## src/hdl/sas_pkg.sv

```systemverilog
package sas_pkg;

    // ------------------------------------------------------------
    // Register indices (byte address is four times the index)
    // ------------------------------------------------------------
    localparam logic [9:0] IDX_STATUS_CONTROL = 10'h057;
    localparam logic [9:0] IDX_CLOCK_CONTROL  = 10'h058;
    localparam logic [9:0] IDX_RESULT_HIGH    = 10'h059;
    localparam logic [9:0] IDX_RESULT_LOW0    = 10'h05a;
    localparam logic [9:0] IDX_SCAN_RESULT1   = 10'h05b;
    localparam logic [9:0] IDX_SCAN_RESULT2   = 10'h05c;
    localparam logic [9:0] IDX_SCAN_RESULT3   = 10'h05d;
    localparam logic [9:0] IDX_SCAN_CONTROL   = 10'h05e;

    // ------------------------------------------------------------
    // Field positions
    // ------------------------------------------------------------
    localparam int SC_DONE_BIT   = 7;
    localparam int SC_IRQ_BIT    = 6;
    localparam int SC_CONT_BIT   = 5;
    localparam int SC_CHAN_LSB   = 0;
    localparam int CC_DIV_LSB    = 5;
    localparam int CC_SRC_BIT    = 4;
    localparam int CC_MODE_LSB   = 2;
    localparam int SCN_LAST_LSB  = 1;
    localparam int SCN_EN_BIT    = 0;

    // ------------------------------------------------------------
    // Reset values
    // ------------------------------------------------------------
    localparam logic [4:0] RST_CHANNEL_SELECT = 5'h1f;
    localparam logic [2:0] RST_DIVIDER_SELECT = 3'h0;
    localparam logic [1:0] RST_RESULT_FORMAT  = 2'h1;
    localparam logic [7:0] RST_RESULT         = 8'h00;

    // ------------------------------------------------------------
    // Timing counts, in converter clock ticks
    // ------------------------------------------------------------
    localparam logic [4:0] CONV_TICKS_MIN = 5'h10;
    localparam logic [4:0] CONV_TICKS_MAX = 5'h11;

    // ------------------------------------------------------------
    // Bus answers and result codes
    // ------------------------------------------------------------
    localparam logic [1:0] RESP_OKAY   = 2'h0;
    localparam logic [1:0] RESP_SLVERR = 2'h2;
    localparam logic [9:0] CODE_FULL   = 10'h3ff;
    localparam logic [9:0] CODE_ZERO   = 10'h000;

    // Result formats
    typedef enum logic [1:0] {
        SAS_FMT_TRUNC8,
        SAS_FMT_RIGHT,
        SAS_FMT_LEFT,
        SAS_FMT_LEFT_SIGN
    } sas_fmt_e;

    // Divider state
    typedef struct packed {
        logic [3:0] count;
        logic       tick;
    } sas_div_s;

    // Sequencer and bus state
    typedef struct packed {
        logic            aw_held;
        logic [9:0]      aw_idx;
        logic            w_held;
        logic [7:0]      w_data;
        logic            w_lane0;
        logic            aw_rdy;
        logic            w_rdy;
        logic            bvalid;
        logic [1:0]      bresp;
        logic            ar_rdy;
        logic            rvalid;
        logic [1:0]      rresp;
        logic [7:0]      rdata;
        logic            irq_en;
        logic            cont_en;
        logic [4:0]      chan_sel;
        logic [2:0]      div_sel;
        logic            src_sel;
        logic [1:0]      fmt;
        logic [1:0]      scan_last;
        logic            scan_en;
        logic [7:0]      res_high;
        logic [3:0][7:0] res_low;
        logic            done;
        logic            irq;
        logic            lock;
        logic            busy;
        logic            pending;
        logic [1:0]      scan_cnt;
        logic [4:0]      ticks;
        logic            core_start;
        logic            core_clk_en;
        logic [2:0]      core_chan;
        logic [7:0]      pin_oe;
        logic [7:0]      pin_out;
        logic [7:0]      port_rd;
    } sas_state_s;

endpackage

```

## src/hdl/sas_clk_div.sv

```systemverilog
`timescale 1ns/1ps

module sas_clk_div
    import sas_pkg::*;
#(
    parameter int DIV_W = 4
) (
    input  wire logic       clk,
    input  wire logic       rst,
    input  wire logic       src_tick,
    input  wire logic [2:0] div_sel,
    output logic            tick
);

    // ------------------------------------------------------------
    // Parameter check
    // ------------------------------------------------------------
    if (DIV_W != 4) begin : g_bad_width
        $error("sas_clk_div: DIV_W must be 4");
    end

    sas_div_s state;
    sas_div_s next_state;
    logic [3:0] limit;

    // Terminal count per ratio: 1, 2, 4, 8, else 16
    always_comb begin
        case (div_sel)
            3'h0:    limit = 4'h0;
            3'h1:    limit = 4'h1;
            3'h2:    limit = 4'h3;
            3'h3:    limit = 4'h7;
            default: limit = 4'hf;
        endcase
    end

    // Count source ticks, emit one pulse per divided period
    always_comb begin
        next_state = state;
        next_state.tick = 1'b0;
        if (src_tick) begin
            if (state.count >= limit) begin
                next_state.count = 4'h0;
                next_state.tick = 1'b1;
            end else begin
                next_state.count = state.count + 4'h1;
            end
        end
    end

    always_ff @(posedge clk) begin
        if (rst) begin
            state <= '0;
        end else begin
            state <= next_state;
        end
    end

    assign tick = state.tick;

endmodule // sas_clk_div

```

## src/hdl/sas_top.sv

```systemverilog
// The AXI4-Lite interface to the registers was decided locally.
`timescale 1ns/1ps

// What this block does
// - Mux one of eight channels, 10-bit result
// - Store result, then flag or interrupt
// - Channel select picks channel outside scan
// - Selected pin forced to converter input
// - Port read: pin if input, latch otherwise
// - Out-of-range inputs saturate to 3ff/000
// - Status write starts conversion, 16-17 ticks
// - Converter clock source and divider selectable
// - Partial first tick counted as 17th
// - Continuous mode reconverts, overwriting results
// - Done flag set; cleared by write/read
// - Scan counter picks channel and register
// - Scan start resets counter to zero
// - Each scan step stores, flags, increments unless it is the last
// - Last scan channel ends the sequence
// - Scan channels 1-3 use own registers
// - Interrupt request per conversion, cleared by access
// - High read freezes low outside 8-bit format, drops results
// - Single mode: one conversion per start
// - Stop mode aborts, resumes afterwards
module sas_top
    import sas_pkg::*;
#(
    parameter int ADDR_W = 12
) (
    input  wire logic              CLOCK,
    input  wire logic              RST,
    input  wire logic [ADDR_W-1:0] S_AXI_AWADDR,
    input  wire logic              S_AXI_AWVALID,
    output logic                   S_AXI_AWREADY,
    input  wire logic [31:0]       S_AXI_WDATA,
    input  wire logic [3:0]        S_AXI_WSTRB,
    input  wire logic              S_AXI_WVALID,
    output logic                   S_AXI_WREADY,
    output logic [1:0]             S_AXI_BRESP,
    output logic                   S_AXI_BVALID,
    input  wire logic              S_AXI_BREADY,
    input  wire logic [ADDR_W-1:0] S_AXI_ARADDR,
    input  wire logic              S_AXI_ARVALID,
    output logic                   S_AXI_ARREADY,
    output logic [31:0]            S_AXI_RDATA,
    output logic [1:0]             S_AXI_RRESP,
    output logic                   S_AXI_RVALID,
    input  wire logic              S_AXI_RREADY,
    input  wire logic              OSC_TICK,
    input  wire logic              STOP_MODE,
    output logic                   CORE_START,
    output logic                   CORE_CLK_EN,
    output logic [2:0]             CORE_CHANNEL,
    input  wire logic [9:0]        CORE_RESULT,
    input  wire logic              CORE_DONE,
    input  wire logic              CORE_ABOVE_HIGH,
    input  wire logic              CORE_BELOW_LOW,
    input  wire logic [7:0]        PIN_IN,
    input  wire logic [7:0]        PORT_DATA,
    input  wire logic [7:0]        PORT_DIR,
    output logic [7:0]             PIN_OUT,
    output logic [7:0]             PIN_OE,
    output logic [7:0]             PORT_READ,
    output logic                   CONV_IRQ,
    output logic                   CONV_DONE
);

    // ------------------------------------------------------------
    // Parameter check
    // ------------------------------------------------------------
    if (ADDR_W < 12 || ADDR_W > 32) begin : g_bad_addr
        $error("sas_top: ADDR_W must be 12 to 32");
    end

    sas_state_s state;
    sas_state_s next_state;
    logic       conv_tick;

    // ------------------------------------------------------------
    // Converter clock
    // ------------------------------------------------------------
    // source and divider
    sas_clk_div #(
        .DIV_W (4)
    ) u_div (
        .clk      (CLOCK),
        .rst      (RST),
        .src_tick (state.src_sel ? OSC_TICK : 1'b1),
        .div_sel  (state.div_sel),
        .tick     (conv_tick)
    );

    // ------------------------------------------------------------
    // Result formatting
    // ------------------------------------------------------------
    function automatic logic [15:0] fmt_result(input logic [1:0] fmt, input logic [9:0] r);
        case (sas_fmt_e'(fmt))
            SAS_FMT_TRUNC8:    fmt_result = {8'h00, r[9:2]};
            SAS_FMT_RIGHT:     fmt_result = {6'h00, r};
            SAS_FMT_LEFT:      fmt_result = {r, 6'h00};
            SAS_FMT_LEFT_SIGN: fmt_result = {~r[9], r[8:0], 6'h00};
            default:           fmt_result = {8'h00, r[9:2]};
        endcase
    endfunction

    // ------------------------------------------------------------
    // Next state
    // ------------------------------------------------------------
    always_comb begin
        logic            do_write;
        logic            do_read;
        logic [9:0]      ar_idx;
        logic [9:0]      res;
        logic [15:0]     f;
        logic [2:0]      chan;
        logic            chan_ok;
        logic            complete;
        logic            stat_wr;
        logic            low0_rd;
        logic            start;
        logic [7:0]      sel_pin;
        do_write = 1'b0;
        do_read = 1'b0;
        ar_idx = S_AXI_ARADDR[11:2];
        res = CORE_RESULT;
        f = '0;
        chan = '0;
        chan_ok = 1'b0;
        complete = 1'b0;
        stat_wr = 1'b0;
        low0_rd = 1'b0;
        start = 1'b0;
        sel_pin = '0;
        next_state = state;
        next_state.core_start = 1'b0;

        // Write address and data taken in either order
        if (S_AXI_AWVALID && state.aw_rdy) begin
            next_state.aw_held = 1'b1;
            next_state.aw_idx = S_AXI_AWADDR[11:2];
        end
        if (S_AXI_WVALID && state.w_rdy) begin
            next_state.w_held = 1'b1;
            next_state.w_data = S_AXI_WDATA[7:0];
            next_state.w_lane0 = S_AXI_WSTRB[0];
        end
        if (state.bvalid && S_AXI_BREADY) begin
            next_state.bvalid = 1'b0;
        end
        if (state.aw_held && state.w_held && !state.bvalid) begin
            do_write = 1'b1;
            next_state.aw_held = 1'b0;
            next_state.w_held = 1'b0;
            next_state.bvalid = 1'b1;
            next_state.bresp = (state.aw_idx >= IDX_STATUS_CONTROL &&
                                state.aw_idx <= IDX_SCAN_CONTROL) ? RESP_OKAY : RESP_SLVERR;
        end
        next_state.aw_rdy = !next_state.aw_held && !next_state.bvalid;
        next_state.w_rdy = !next_state.w_held && !next_state.bvalid;

        // Register writes, low byte lane only
        if (do_write && state.w_lane0) begin
            case (state.aw_idx)
                IDX_STATUS_CONTROL: begin
                    stat_wr = 1'b1;
                    next_state.irq_en = state.w_data[SC_IRQ_BIT];
                    next_state.cont_en = state.w_data[SC_CONT_BIT];
                    next_state.chan_sel = state.w_data[SC_CHAN_LSB +: 5];
                end
                IDX_CLOCK_CONTROL: begin
                    next_state.div_sel = state.w_data[CC_DIV_LSB +: 3];
                    next_state.src_sel = state.w_data[CC_SRC_BIT];
                    next_state.fmt = state.w_data[CC_MODE_LSB +: 2];
                    next_state.lock = 1'b0;
                end
                IDX_SCAN_CONTROL: begin
                    next_state.scan_last = state.w_data[SCN_LAST_LSB +: 2];
                    next_state.scan_en = state.w_data[SCN_EN_BIT];
                end
                default: begin
                end
            endcase
        end

        // Read channel with side effects at acceptance
        if (state.rvalid && S_AXI_RREADY) begin
            next_state.rvalid = 1'b0;
        end
        if (S_AXI_ARVALID && state.ar_rdy) begin
            do_read = 1'b1;
            next_state.rvalid = 1'b1;
            next_state.rresp = RESP_OKAY;
            case (ar_idx)
                IDX_STATUS_CONTROL: next_state.rdata = {state.done && !state.irq_en,
                                                        state.irq_en, state.cont_en,
                                                        state.chan_sel};
                IDX_CLOCK_CONTROL:  next_state.rdata = {state.div_sel, state.src_sel,
                                                        state.fmt, 2'h0};
                IDX_RESULT_HIGH:    next_state.rdata = state.res_high;
                IDX_RESULT_LOW0:    next_state.rdata = state.res_low[0];
                IDX_SCAN_RESULT1:   next_state.rdata = state.res_low[1];
                IDX_SCAN_RESULT2:   next_state.rdata = state.res_low[2];
                IDX_SCAN_RESULT3:   next_state.rdata = state.res_low[3];
                IDX_SCAN_CONTROL:   next_state.rdata = {5'h00, state.scan_last, state.scan_en};
                default: begin
                    next_state.rdata = 8'h00;
                    next_state.rresp = RESP_SLVERR;
                end
            endcase
            if (ar_idx == IDX_RESULT_HIGH && state.fmt != SAS_FMT_TRUNC8) begin
                next_state.lock = 1'b1;
            end
            low0_rd = (ar_idx == IDX_RESULT_LOW0);
        end
        next_state.ar_rdy = !next_state.rvalid;

        // low read or control write unfreezes
        if (low0_rd || stat_wr) begin
            next_state.lock = 1'b0;
        end

        if (stat_wr || low0_rd) begin
            next_state.done = 1'b0;
            next_state.irq = 1'b0;
        end

        if (state.busy && conv_tick && state.ticks != CONV_TICKS_MAX) begin
            next_state.ticks = state.ticks + 5'h01;
        end

        // done strobe taken after minimum ticks
        complete = state.busy && CORE_DONE && !STOP_MODE && state.ticks >= CONV_TICKS_MIN;
        if (complete) begin
            if (CORE_ABOVE_HIGH) begin
                res = CODE_FULL;
            end else if (CORE_BELOW_LOW) begin
                res = CODE_ZERO;
            end
            f = fmt_result(state.fmt, res);
            next_state.busy = 1'b0;
            if (!state.lock) begin
                if (state.scan_en && state.scan_cnt != 2'h0) begin
                    // scan channels 1-3 keep 8 bits
                    next_state.res_low[state.scan_cnt] = res[9:2];
                end else begin
                    next_state.res_high = f[15:8];
                    next_state.res_low[0] = f[7:0];
                end
            end
            if (state.irq_en) begin
                next_state.irq = 1'b1;
            end else begin
                next_state.done = 1'b1;
            end
            if (state.scan_en) begin
                if (state.scan_cnt != state.scan_last) begin
                    next_state.scan_cnt = state.scan_cnt + 2'h1;
                    start = 1'b1;
                end
            end else if (state.cont_en) begin
                start = 1'b1;
            end
        end

        if (stat_wr) begin
            start = 1'b1;
            next_state.scan_cnt = 2'h0;
        end

        if (STOP_MODE) begin
            if (state.busy || start) begin
                next_state.pending = 1'b1;
            end
            next_state.busy = 1'b0;
            start = 1'b0;
        end else if (state.pending) begin
            next_state.pending = 1'b0;
            start = 1'b1;
        end

        if (next_state.scan_en) begin
            chan = {1'b0, next_state.scan_cnt};
            chan_ok = 1'b1;
        end else begin
            chan = next_state.chan_sel[2:0];
            chan_ok = next_state.chan_sel[4:3] == 2'h0;
        end

        if (start && chan_ok) begin
            next_state.busy = 1'b1;
            next_state.ticks = 5'h00;
            next_state.core_start = 1'b1;
            next_state.core_chan = chan;
        end else if (start) begin
            next_state.busy = 1'b0;
        end
        next_state.core_clk_en = conv_tick && state.busy;

        sel_pin = chan_ok ? (8'h01 << chan) : 8'h00;
        next_state.pin_oe = PORT_DIR & ~sel_pin;
        next_state.pin_out = PORT_DATA;
        // pin level if input, latch if output
        next_state.port_rd = (PORT_DIR & PORT_DATA) | (~PORT_DIR & PIN_IN);
    end

    // ------------------------------------------------------------
    // State register
    // ------------------------------------------------------------
    always_ff @(posedge CLOCK) begin
        if (RST) begin
            state <= '0;
            state.aw_rdy <= 1'b1;
            state.w_rdy <= 1'b1;
            state.ar_rdy <= 1'b1;
            state.chan_sel <= RST_CHANNEL_SELECT;
            state.div_sel <= RST_DIVIDER_SELECT;
            state.fmt <= RST_RESULT_FORMAT;
            state.res_high <= RST_RESULT;
            state.res_low <= '0;
        end else begin
            state <= next_state;
        end
    end

    // ------------------------------------------------------------
    // Outputs
    // ------------------------------------------------------------
    assign S_AXI_AWREADY = state.aw_rdy;
    assign S_AXI_WREADY = state.w_rdy;
    assign S_AXI_BVALID = state.bvalid;
    assign S_AXI_BRESP = state.bresp;
    assign S_AXI_ARREADY = state.ar_rdy;
    assign S_AXI_RVALID = state.rvalid;
    assign S_AXI_RRESP = state.rresp;
    assign S_AXI_RDATA = {24'h000000, state.rdata};
    assign CORE_START = state.core_start;
    assign CORE_CLK_EN = state.core_clk_en;
    assign CORE_CHANNEL = state.core_chan;
    assign PIN_OUT = state.pin_out;
    assign PIN_OE = state.pin_oe;
    assign PORT_READ = state.port_rd;
    assign CONV_IRQ = state.irq;
    assign CONV_DONE = state.done;

endmodule // sas_top

```

## config.mk

```make
export PLATFORM = sky130hd
export DESIGN_NAME = sas_top
export DESIGN_NICKNAME = d
export VERILOG_FILES = /design/src/hdl/sas_pkg.sv /design/src/hdl/sas_clk_div.sv /design/src/hdl/sas_top.sv
export SDC_FILE = /design/constraint.sdc
export NUM_CORES = 1
export LEC_CHECK = 0
export ABC_AREA = 1
export BUFFER_PORTS_ARGS = -buffer_cell sky130_fd_sc_hd__buf_2
export CAP_MARGIN = 20
export CORE_ASPECT_RATIO = 1.5
export CORE_MARGIN = 4
export CORE_UTILIZATION = 45
export DETAILED_ROUTE_END_ITERATION = 16
export MAX_ROUTING_LAYER = met4
export PLACE_DENSITY = 0.7
export SETUP_SLACK_MARGIN = 0.4
export SYNTH_ARGS = -nofsm -noshare
export SYNTH_HDL_FRONTEND = slang
export SYNTH_SLANG_ARGS = --single-unit
```

## constraint.sdc

```tcl
create_clock -name CLOCK -period 2 [get_ports CLOCK]
set_input_delay 0.1 -clock CLOCK [delete_from_list [all_inputs] [get_ports CLOCK]]
set_output_delay 0.1 -clock CLOCK [all_outputs]
set_load 0.03 [all_outputs]
```

# After elaboration in Yosys (flattened, before gate mapping)
# Index checks and enable logic that the tools add are counted.
[word_totals]
out_inout_bits = 72
rom_bits = 0
latch_bits = 0
reg_bits = 140
ram_bits = 0
memories = 0
[classes]
n_addsub = 3
n_reduce_logical = 47
bitwise = 11
div_mod_pow = 0
shifts = 1
n_mul = 0
muxes = 58
eq_ne = 19
order_cmp = 6
[ops]
columns = ["op", "n"]
rows = [
  ["== test 10 x 7 -> 1 bit (second input constant)", 11],
  ["case mux 16 bit (4 select lines)", 1],
  ["case mux 8 bit (8 select lines)", 1],
  ["two-way mux 10 bit", 4],
  ["bitwise mux 32 bit", 1],
  ["two-way mux 1 bit", 29],
  ["AND 8 bit", 3],
  ["two-way mux 8 bit", 3],
  ["two-way mux 11 bit", 2],
  ["logical AND 1 bit", 21],
  ["demux 8 bit (select 2 bit)", 1],
  ["two-way mux 2 bit", 8],
  ["NOT 8 bit", 2],
  ["case mux 4 bit (4 select lines)", 1],
  ["two-way mux 14 bit", 1],
  ["greater-or-equal comparator 10 x 7 -> 1 bit (second input constant)", 1],
  ["less-or-equal comparator 10 x 7 -> 1 bit (second input constant)", 1],
  ["two-way mux 3 bit", 3],
  ["bitwise OR 8 bit", 1],
  ["AND reduction 2 bit", 4],
  ["OR reduction 2 bit", 4],
  ["OR reduction 8 bit", 1],
  ["<< shifter 1 x 3 -> 8 bit (first input constant)", 1],
  ["logical NOT 1 bit", 7],
  ["23 further kinds", 33],
]

# Depth between registers and ports, before layout
[depth]
depth_word = 11
depth_mapped = 13
ltp_nobuf = 13

# Modules after synthesis
# Synthesis repeated with hierarchy kept, for this count alone.
[hier_totals]
cells_unflattened = 945
hier_area_um2 = 6716.4
[by_module_without_submodules]
columns = ["module", "seq_area_each_um2", "instances", "cells_per_inst", "area_each_um2"]
rows = [
  ["sas_top", 2662.6, 1, 903, 6401.1],
  ["sas_clk_div", 100.1, 1, 42, 315.3],
]

# Worst setup path before layout
# No wires, ideal clock.
[synth_path]
kind = "reg-to-reg"
from = "register state (netlist bit S_AXI_BVALID)"
to = "register state (netlist bit PIN_OE[4])"
t_arrival_ns = 1.482
required_ns = 1.889
setup_time_ns = 0.111
stages_incl_launch_ff = 11
setup_slack_ns = 0.406
synth_period_minus_slack_ns = 1.594
path_cell_list = "dfxtp_1 > inv_1 > nand4_1 > nor2_4 > nand3_1 > nand2_2 > nand2_1 > nor2_2 > inv_1 > nor2_1 > nor2_1"
[synth_via]
elab_chain_cells = 11
elab_cells_between_ends = 14
[synth_rtl]
columns = ["element", "line", "source"]
rows = [
  ["start, declared", "sas_top.sv:75", "sas_state_s state;"],
  ["start signal, assigned", "sas_top.sv:321", "state <= next_state;"],
  ["logical NOT 1 bit (*)", "sas_top.sv:150", "if (state.aw_held && state.w_held && !state.bvalid) begin"],
  ["logical AND 1 bit (*)", "sas_top.sv:150", ""],
  ["two-way mux 1 bit (*)", "sas_top.sv:150", ""],
  ["logical AND 1 bit (*)", "sas_top.sv:162", "if (do_write && state.w_lane0) begin"],
  ["two-way mux 1 bit", "sas_top.sv:162", ""],
  ["two-way mux 2 bit", "sas_top.sv:265", "if (stat_wr) begin"],
  ["two-way mux 3 bit", "sas_top.sv:281", "if (next_state.scan_en) begin"],
  ["<< shifter 1 x 3 -> 8 bit", "sas_top.sv:299", "sel_pin = chan_ok ? (8'h01 << chan) : 8'h00;"],
  ["two-way mux 8 bit (*)", "sas_top.sv:299", ""],
  ["NOT 8 bit (*)", "sas_top.sv:300", "next_state.pin_oe = PORT_DIR & ~sel_pin;"],
  ["AND 8 bit (*)", "sas_top.sv:300", ""],
]
# Mark *: on every way between the ends. The rest lies on a longest branch, timed or not.
# A chain may end at the register's enable or synchronous reset.

# Final worst setup path
[layout_path]
from = "register state[133] in the netlist's numbering"
to = "register state (netlist bit PIN_OE[7])"
[layout_via]
elab_chain_cells = 9
elab_cells_between_ends = 15
[layout_rtl]
columns = ["element", "line", "source"]
rows = [
  ["== test 10 x 7 -> 1 bit", "sas_top.sv:163", "case (state.aw_idx)"],
  ["two-way mux 1 bit", "sas_top.sv:163", ""],
  ["two-way mux 1 bit", "sas_top.sv:162", ""],
  ["two-way mux 2 bit", "sas_top.sv:265", ""],
  ["two-way mux 3 bit", "sas_top.sv:281", ""],
  ["<< shifter 1 x 3 -> 8 bit", "sas_top.sv:299", ""],
  ["two-way mux 8 bit (*)", "sas_top.sv:299", ""],
  ["NOT 8 bit (*)", "sas_top.sv:300", ""],
  ["AND 8 bit (*)", "sas_top.sv:300", ""],
]
# Marked as above.

==> reports/metrics.csv <==
stage,metric,value,unit
synth,post-synth top area cell,dfxtp_1,
clocking,TritonCTS clock tree,yes,
route,WL/cell,14.3,µm
power,leakage power,4.07,nW
place,GPL Wtd Cong,0.896,
setup_path,Required @ worst endpoint,2310,ps
final_layout,# diodes,0,
grt,first-pass GRT wire length,29.7,mm
power,Max IR drop VDD,0.000593,V
grt,GRT Util Overall,22.0,%
route,Detailed Routing Iterations Pass 1,5,
synth,largest cells by area after synthesis,"dfxtp_1, nand2_1, nor2_1",
final_layout,fraction of layout instances using a drive strength above 1,28.1,%
final_layout,Area growth syn-to-layout,30.6,%
timing,RSZ-0062 raised after global routing,true,
final_layout,# fillers,1374,
clocking,CTS buffer count,17,
timing,Worst-Margin Slew,681,ps
timing,minimum clock period,1610,ps
setup_path,Critical path buffers and inverters,2,
timing,final cycle utilization of the critical path,80.5,%
clocking,clk slew on worst S/H paths,60,ps
clocking,Worst-Skew Late Latency,410,ps
route,DRC,0,
timing,clock skew,10.7,ps
timing,TNS Setup,0,ps
setup_path,arrival time worst endpoint,1920,ps
floorplanning,I/O Pins,178,
grt,initial antenna violation count,0,
final_layout,Util after Layout,59.7,%
setup_path,CP max stage delay,330,ps
final_layout,Final nets,1230,
route,post-route ant nets,0,
grt,met1 Usage GRT,24.0,%
synth,Post-synth top cells,"nand2_1, dfxtp_1, nor2_1, a21oi_1, nand3_1",
synth,Synth Register Bits,138,
clocking,clock tree sinks,138,
floorplanning,site row count,55,
timing,final hold violation count,0,
timing,Slew HR,54.6,%
grt,global route total overflow,0,
worst_hold_path,Hold Crit Class,in -> reg,
place,Detailed Place HPWL,12.6,mm
clocking,# H-tree levels,4,
floorplanning,Die Span Y,160,µm
synth,most numerous cell in the Yosys netlist,nand2_1,
route,Initial DRC Count,346,
setup_path,CP top delay family,simple AND/OR/NAND/NOR gates,
route,Total Wirelength,18.9,mm
clocking,maximum buffer depth of the clock tree,2,
setup_path,critical path class,reg -> reg,
floorplanning,core area,0.0151,mm²
setup_path,CP endpoint kind,flop,
synth,async set or reset register ratio after synthesis,0,%
final_layout,Post-Layout Cell Count,1325,
synth,dominant synthesized flop cell,dfxtp_1,
place,IO buf count,120,
route,DR vias/cell,5.06,
final_layout,area taken by multi-input logic gates,0.00366,mm²
power,P per Cell Area,731,mW/mm²
floorplanning,die width,109,µm
flow_run,max_cap viols,0,
setup_path,crit-path max FO,7,
status,status,completed,
synth,post-synth top area share,40.1,%
synth,sequential share of the synthesized area,40.1,%
floorplanning,die area,0.0174,mm²
route,via count,6709,
grt,vias in the first global route,6203,
grt,largest net degree at the start of global routing,57,
synth,"EDFF count, synth",0,
synth,Avg Inst Size Synth,7.13,µm²
timing,Setup-failing EPs final,0,
clocking,Root Driver,clkbuf_16,
synth,Synth Instances,966,
floorplanning,Initial Util,45.7,%
synth,Synth warnings,0,
final_layout,storage element area,0.00279,mm²
grt,met2 usage,37.3,%
setup_path,slowest CP cell,dfxtp_2,
synth,"Cell Area, Synth",0.00689,mm²
timing,Fmax,621,MHz
grt,GRT Max-Usage Layer,met2,
place,Placed Instances,1224,
setup_path,critical-path cell list,nor2_4 -> nand3_4 -> nor2_4 -> buf_12 -> nand3_4 -> nand2_8 -> nand2_8 -> nor2_4 -> nand3_1 -> nand2_1 -> inv_1,
synth,Yosys cell types,42,
grt,M3 GR Usage,4.38,%
setup_path,CP Launch Type,flop,
timing,Max Slew Vio Count,0,
setup_path,critical path's most frequent cell,nor2_4,
[state kept, by name, indices dropped and copies added, names as in the netlist, 3 cells and up]
signal        cells
CORE_CHANNEL      3
PIN_OE            8
PIN_OUT           8
PORT_READ         8
S_AXI_RDATA       8
state            87
u_div.state       4
[what timing repair did]
item	4_1_cts	5_1_grt
hold buffers	44	0
setup buffers	10	14
endpoints found under the hold margin	45	0
gates resized for setup	42	91
endpoints found under the setup margin	57	63
pin swaps	15	24
gates cloned	1	0
[cell usage in the layout, fill, tap and decap left out, drive strengths merged, types with 2 or more instances in the layout]
| cell | Yosys | routed |
|---|---|---|
| a21oi | 76 | 76 |
| a31oi | 2 | 2 |
| buf | 79 | 160 |
| clkbuf | 23 | 24 |
| clkinv | 3 | 9 |
| clkinvlp | 0 | 2 |
| conb | 1 | 26 |
| dfxtp | 138 | 138 |
| dlygate4sd3 | 0 | 44 |
| ha | 11 | 11 |
| inv | 80 | 79 |
| nand2 | 189 | 189 |
| nand3 | 80 | 81 |
| nand4 | 43 | 43 |
| nor2 | 148 | 148 |
| nor3 | 10 | 10 |
| nor4 | 2 | 2 |
| o211ai | 2 | 2 |
| o21ai | 55 | 55 |
| o22ai | 10 | 10 |
| or2 | 2 | 2 |
| xnor2 | 2 | 2 |
| xor2 | 4 | 4 |
[worst reg2reg max path, delay by kind of cell, from the launching register on]
family,cells,cell delay [ps]
flops,1,330
buf+inv,2,180
simple gates,9,1000
[worst paths after layout]
path	start	to	slack [ps]	cells after the start
max	state[133]$_SDFFE_PP0P_	PIN_OE[7]$_SDFF_PP0_	390	11
min	S_AXI_BREADY	S_AXI_BVALID$_SDFF_PP0_	5	3
min reg2reg	state[69]$_SDFFE_PP0P_	state[69]$_SDFFE_PP0P_	450	2
max reg2reg	state[133]$_SDFFE_PP0P_	PIN_OE[7]$_SDFF_PP0_	390	11
[routing by layer]
layer	part of all wire (%)	wire length [µm]
met1	37	7090
met2	53	10100
met3	5.1	960
met4	4.3	807
met5	0	0
[power breakdown]
part,internal (mW),leakage [nW],switching [mW]
sequential,2.84,1.13,0.0519
combinational,0.246,2.65,0.468
clock,1.83,0.280,1.15
total,4.91,4.07,1.67
[final cells by class]
| type | count | area share, % |
|---|---|---|
| Clock buffer | 24 | 5.47 |
| Multi-Input combinational cell | 669 | 40.7 |
| Inverter | 83 | 3.62 |
| Tap cell | 199 | 2.77 |
| Timing Repair Buffer | 204 | 15.7 |
| Clock inverter | 8 | 0.751 |
| Sequential cell | 138 | 31.0 |
[logic make-up after synthesis]
kind of cell | count (synthesis) | synth area share, %
simple gates | 475 | 31.7
other cells | 1 | 0.0544
buf+inv | 185 | 13.9
compound gates | 150 | 11.5
xor+xnor | 6 | 0.763
flops | 138 | 40.1
fa+ha+maj | 11 | 2.00
[per-stage QoR]
stage                     total power [mW]  cell area [µm²]  setup WS (ps)  hold WS (ps)
after floorplan                       3.41             6980            406           190
after global placement                3.54             7350            161           307
after detailed placement              3.55             7350            146           312
after CTS                             6.60             8550            371          4.26
after global routing                  6.84             9000            283          26.6
final                                 6.58             9000            390          5.44
Power figures use the tool's default switching activity.
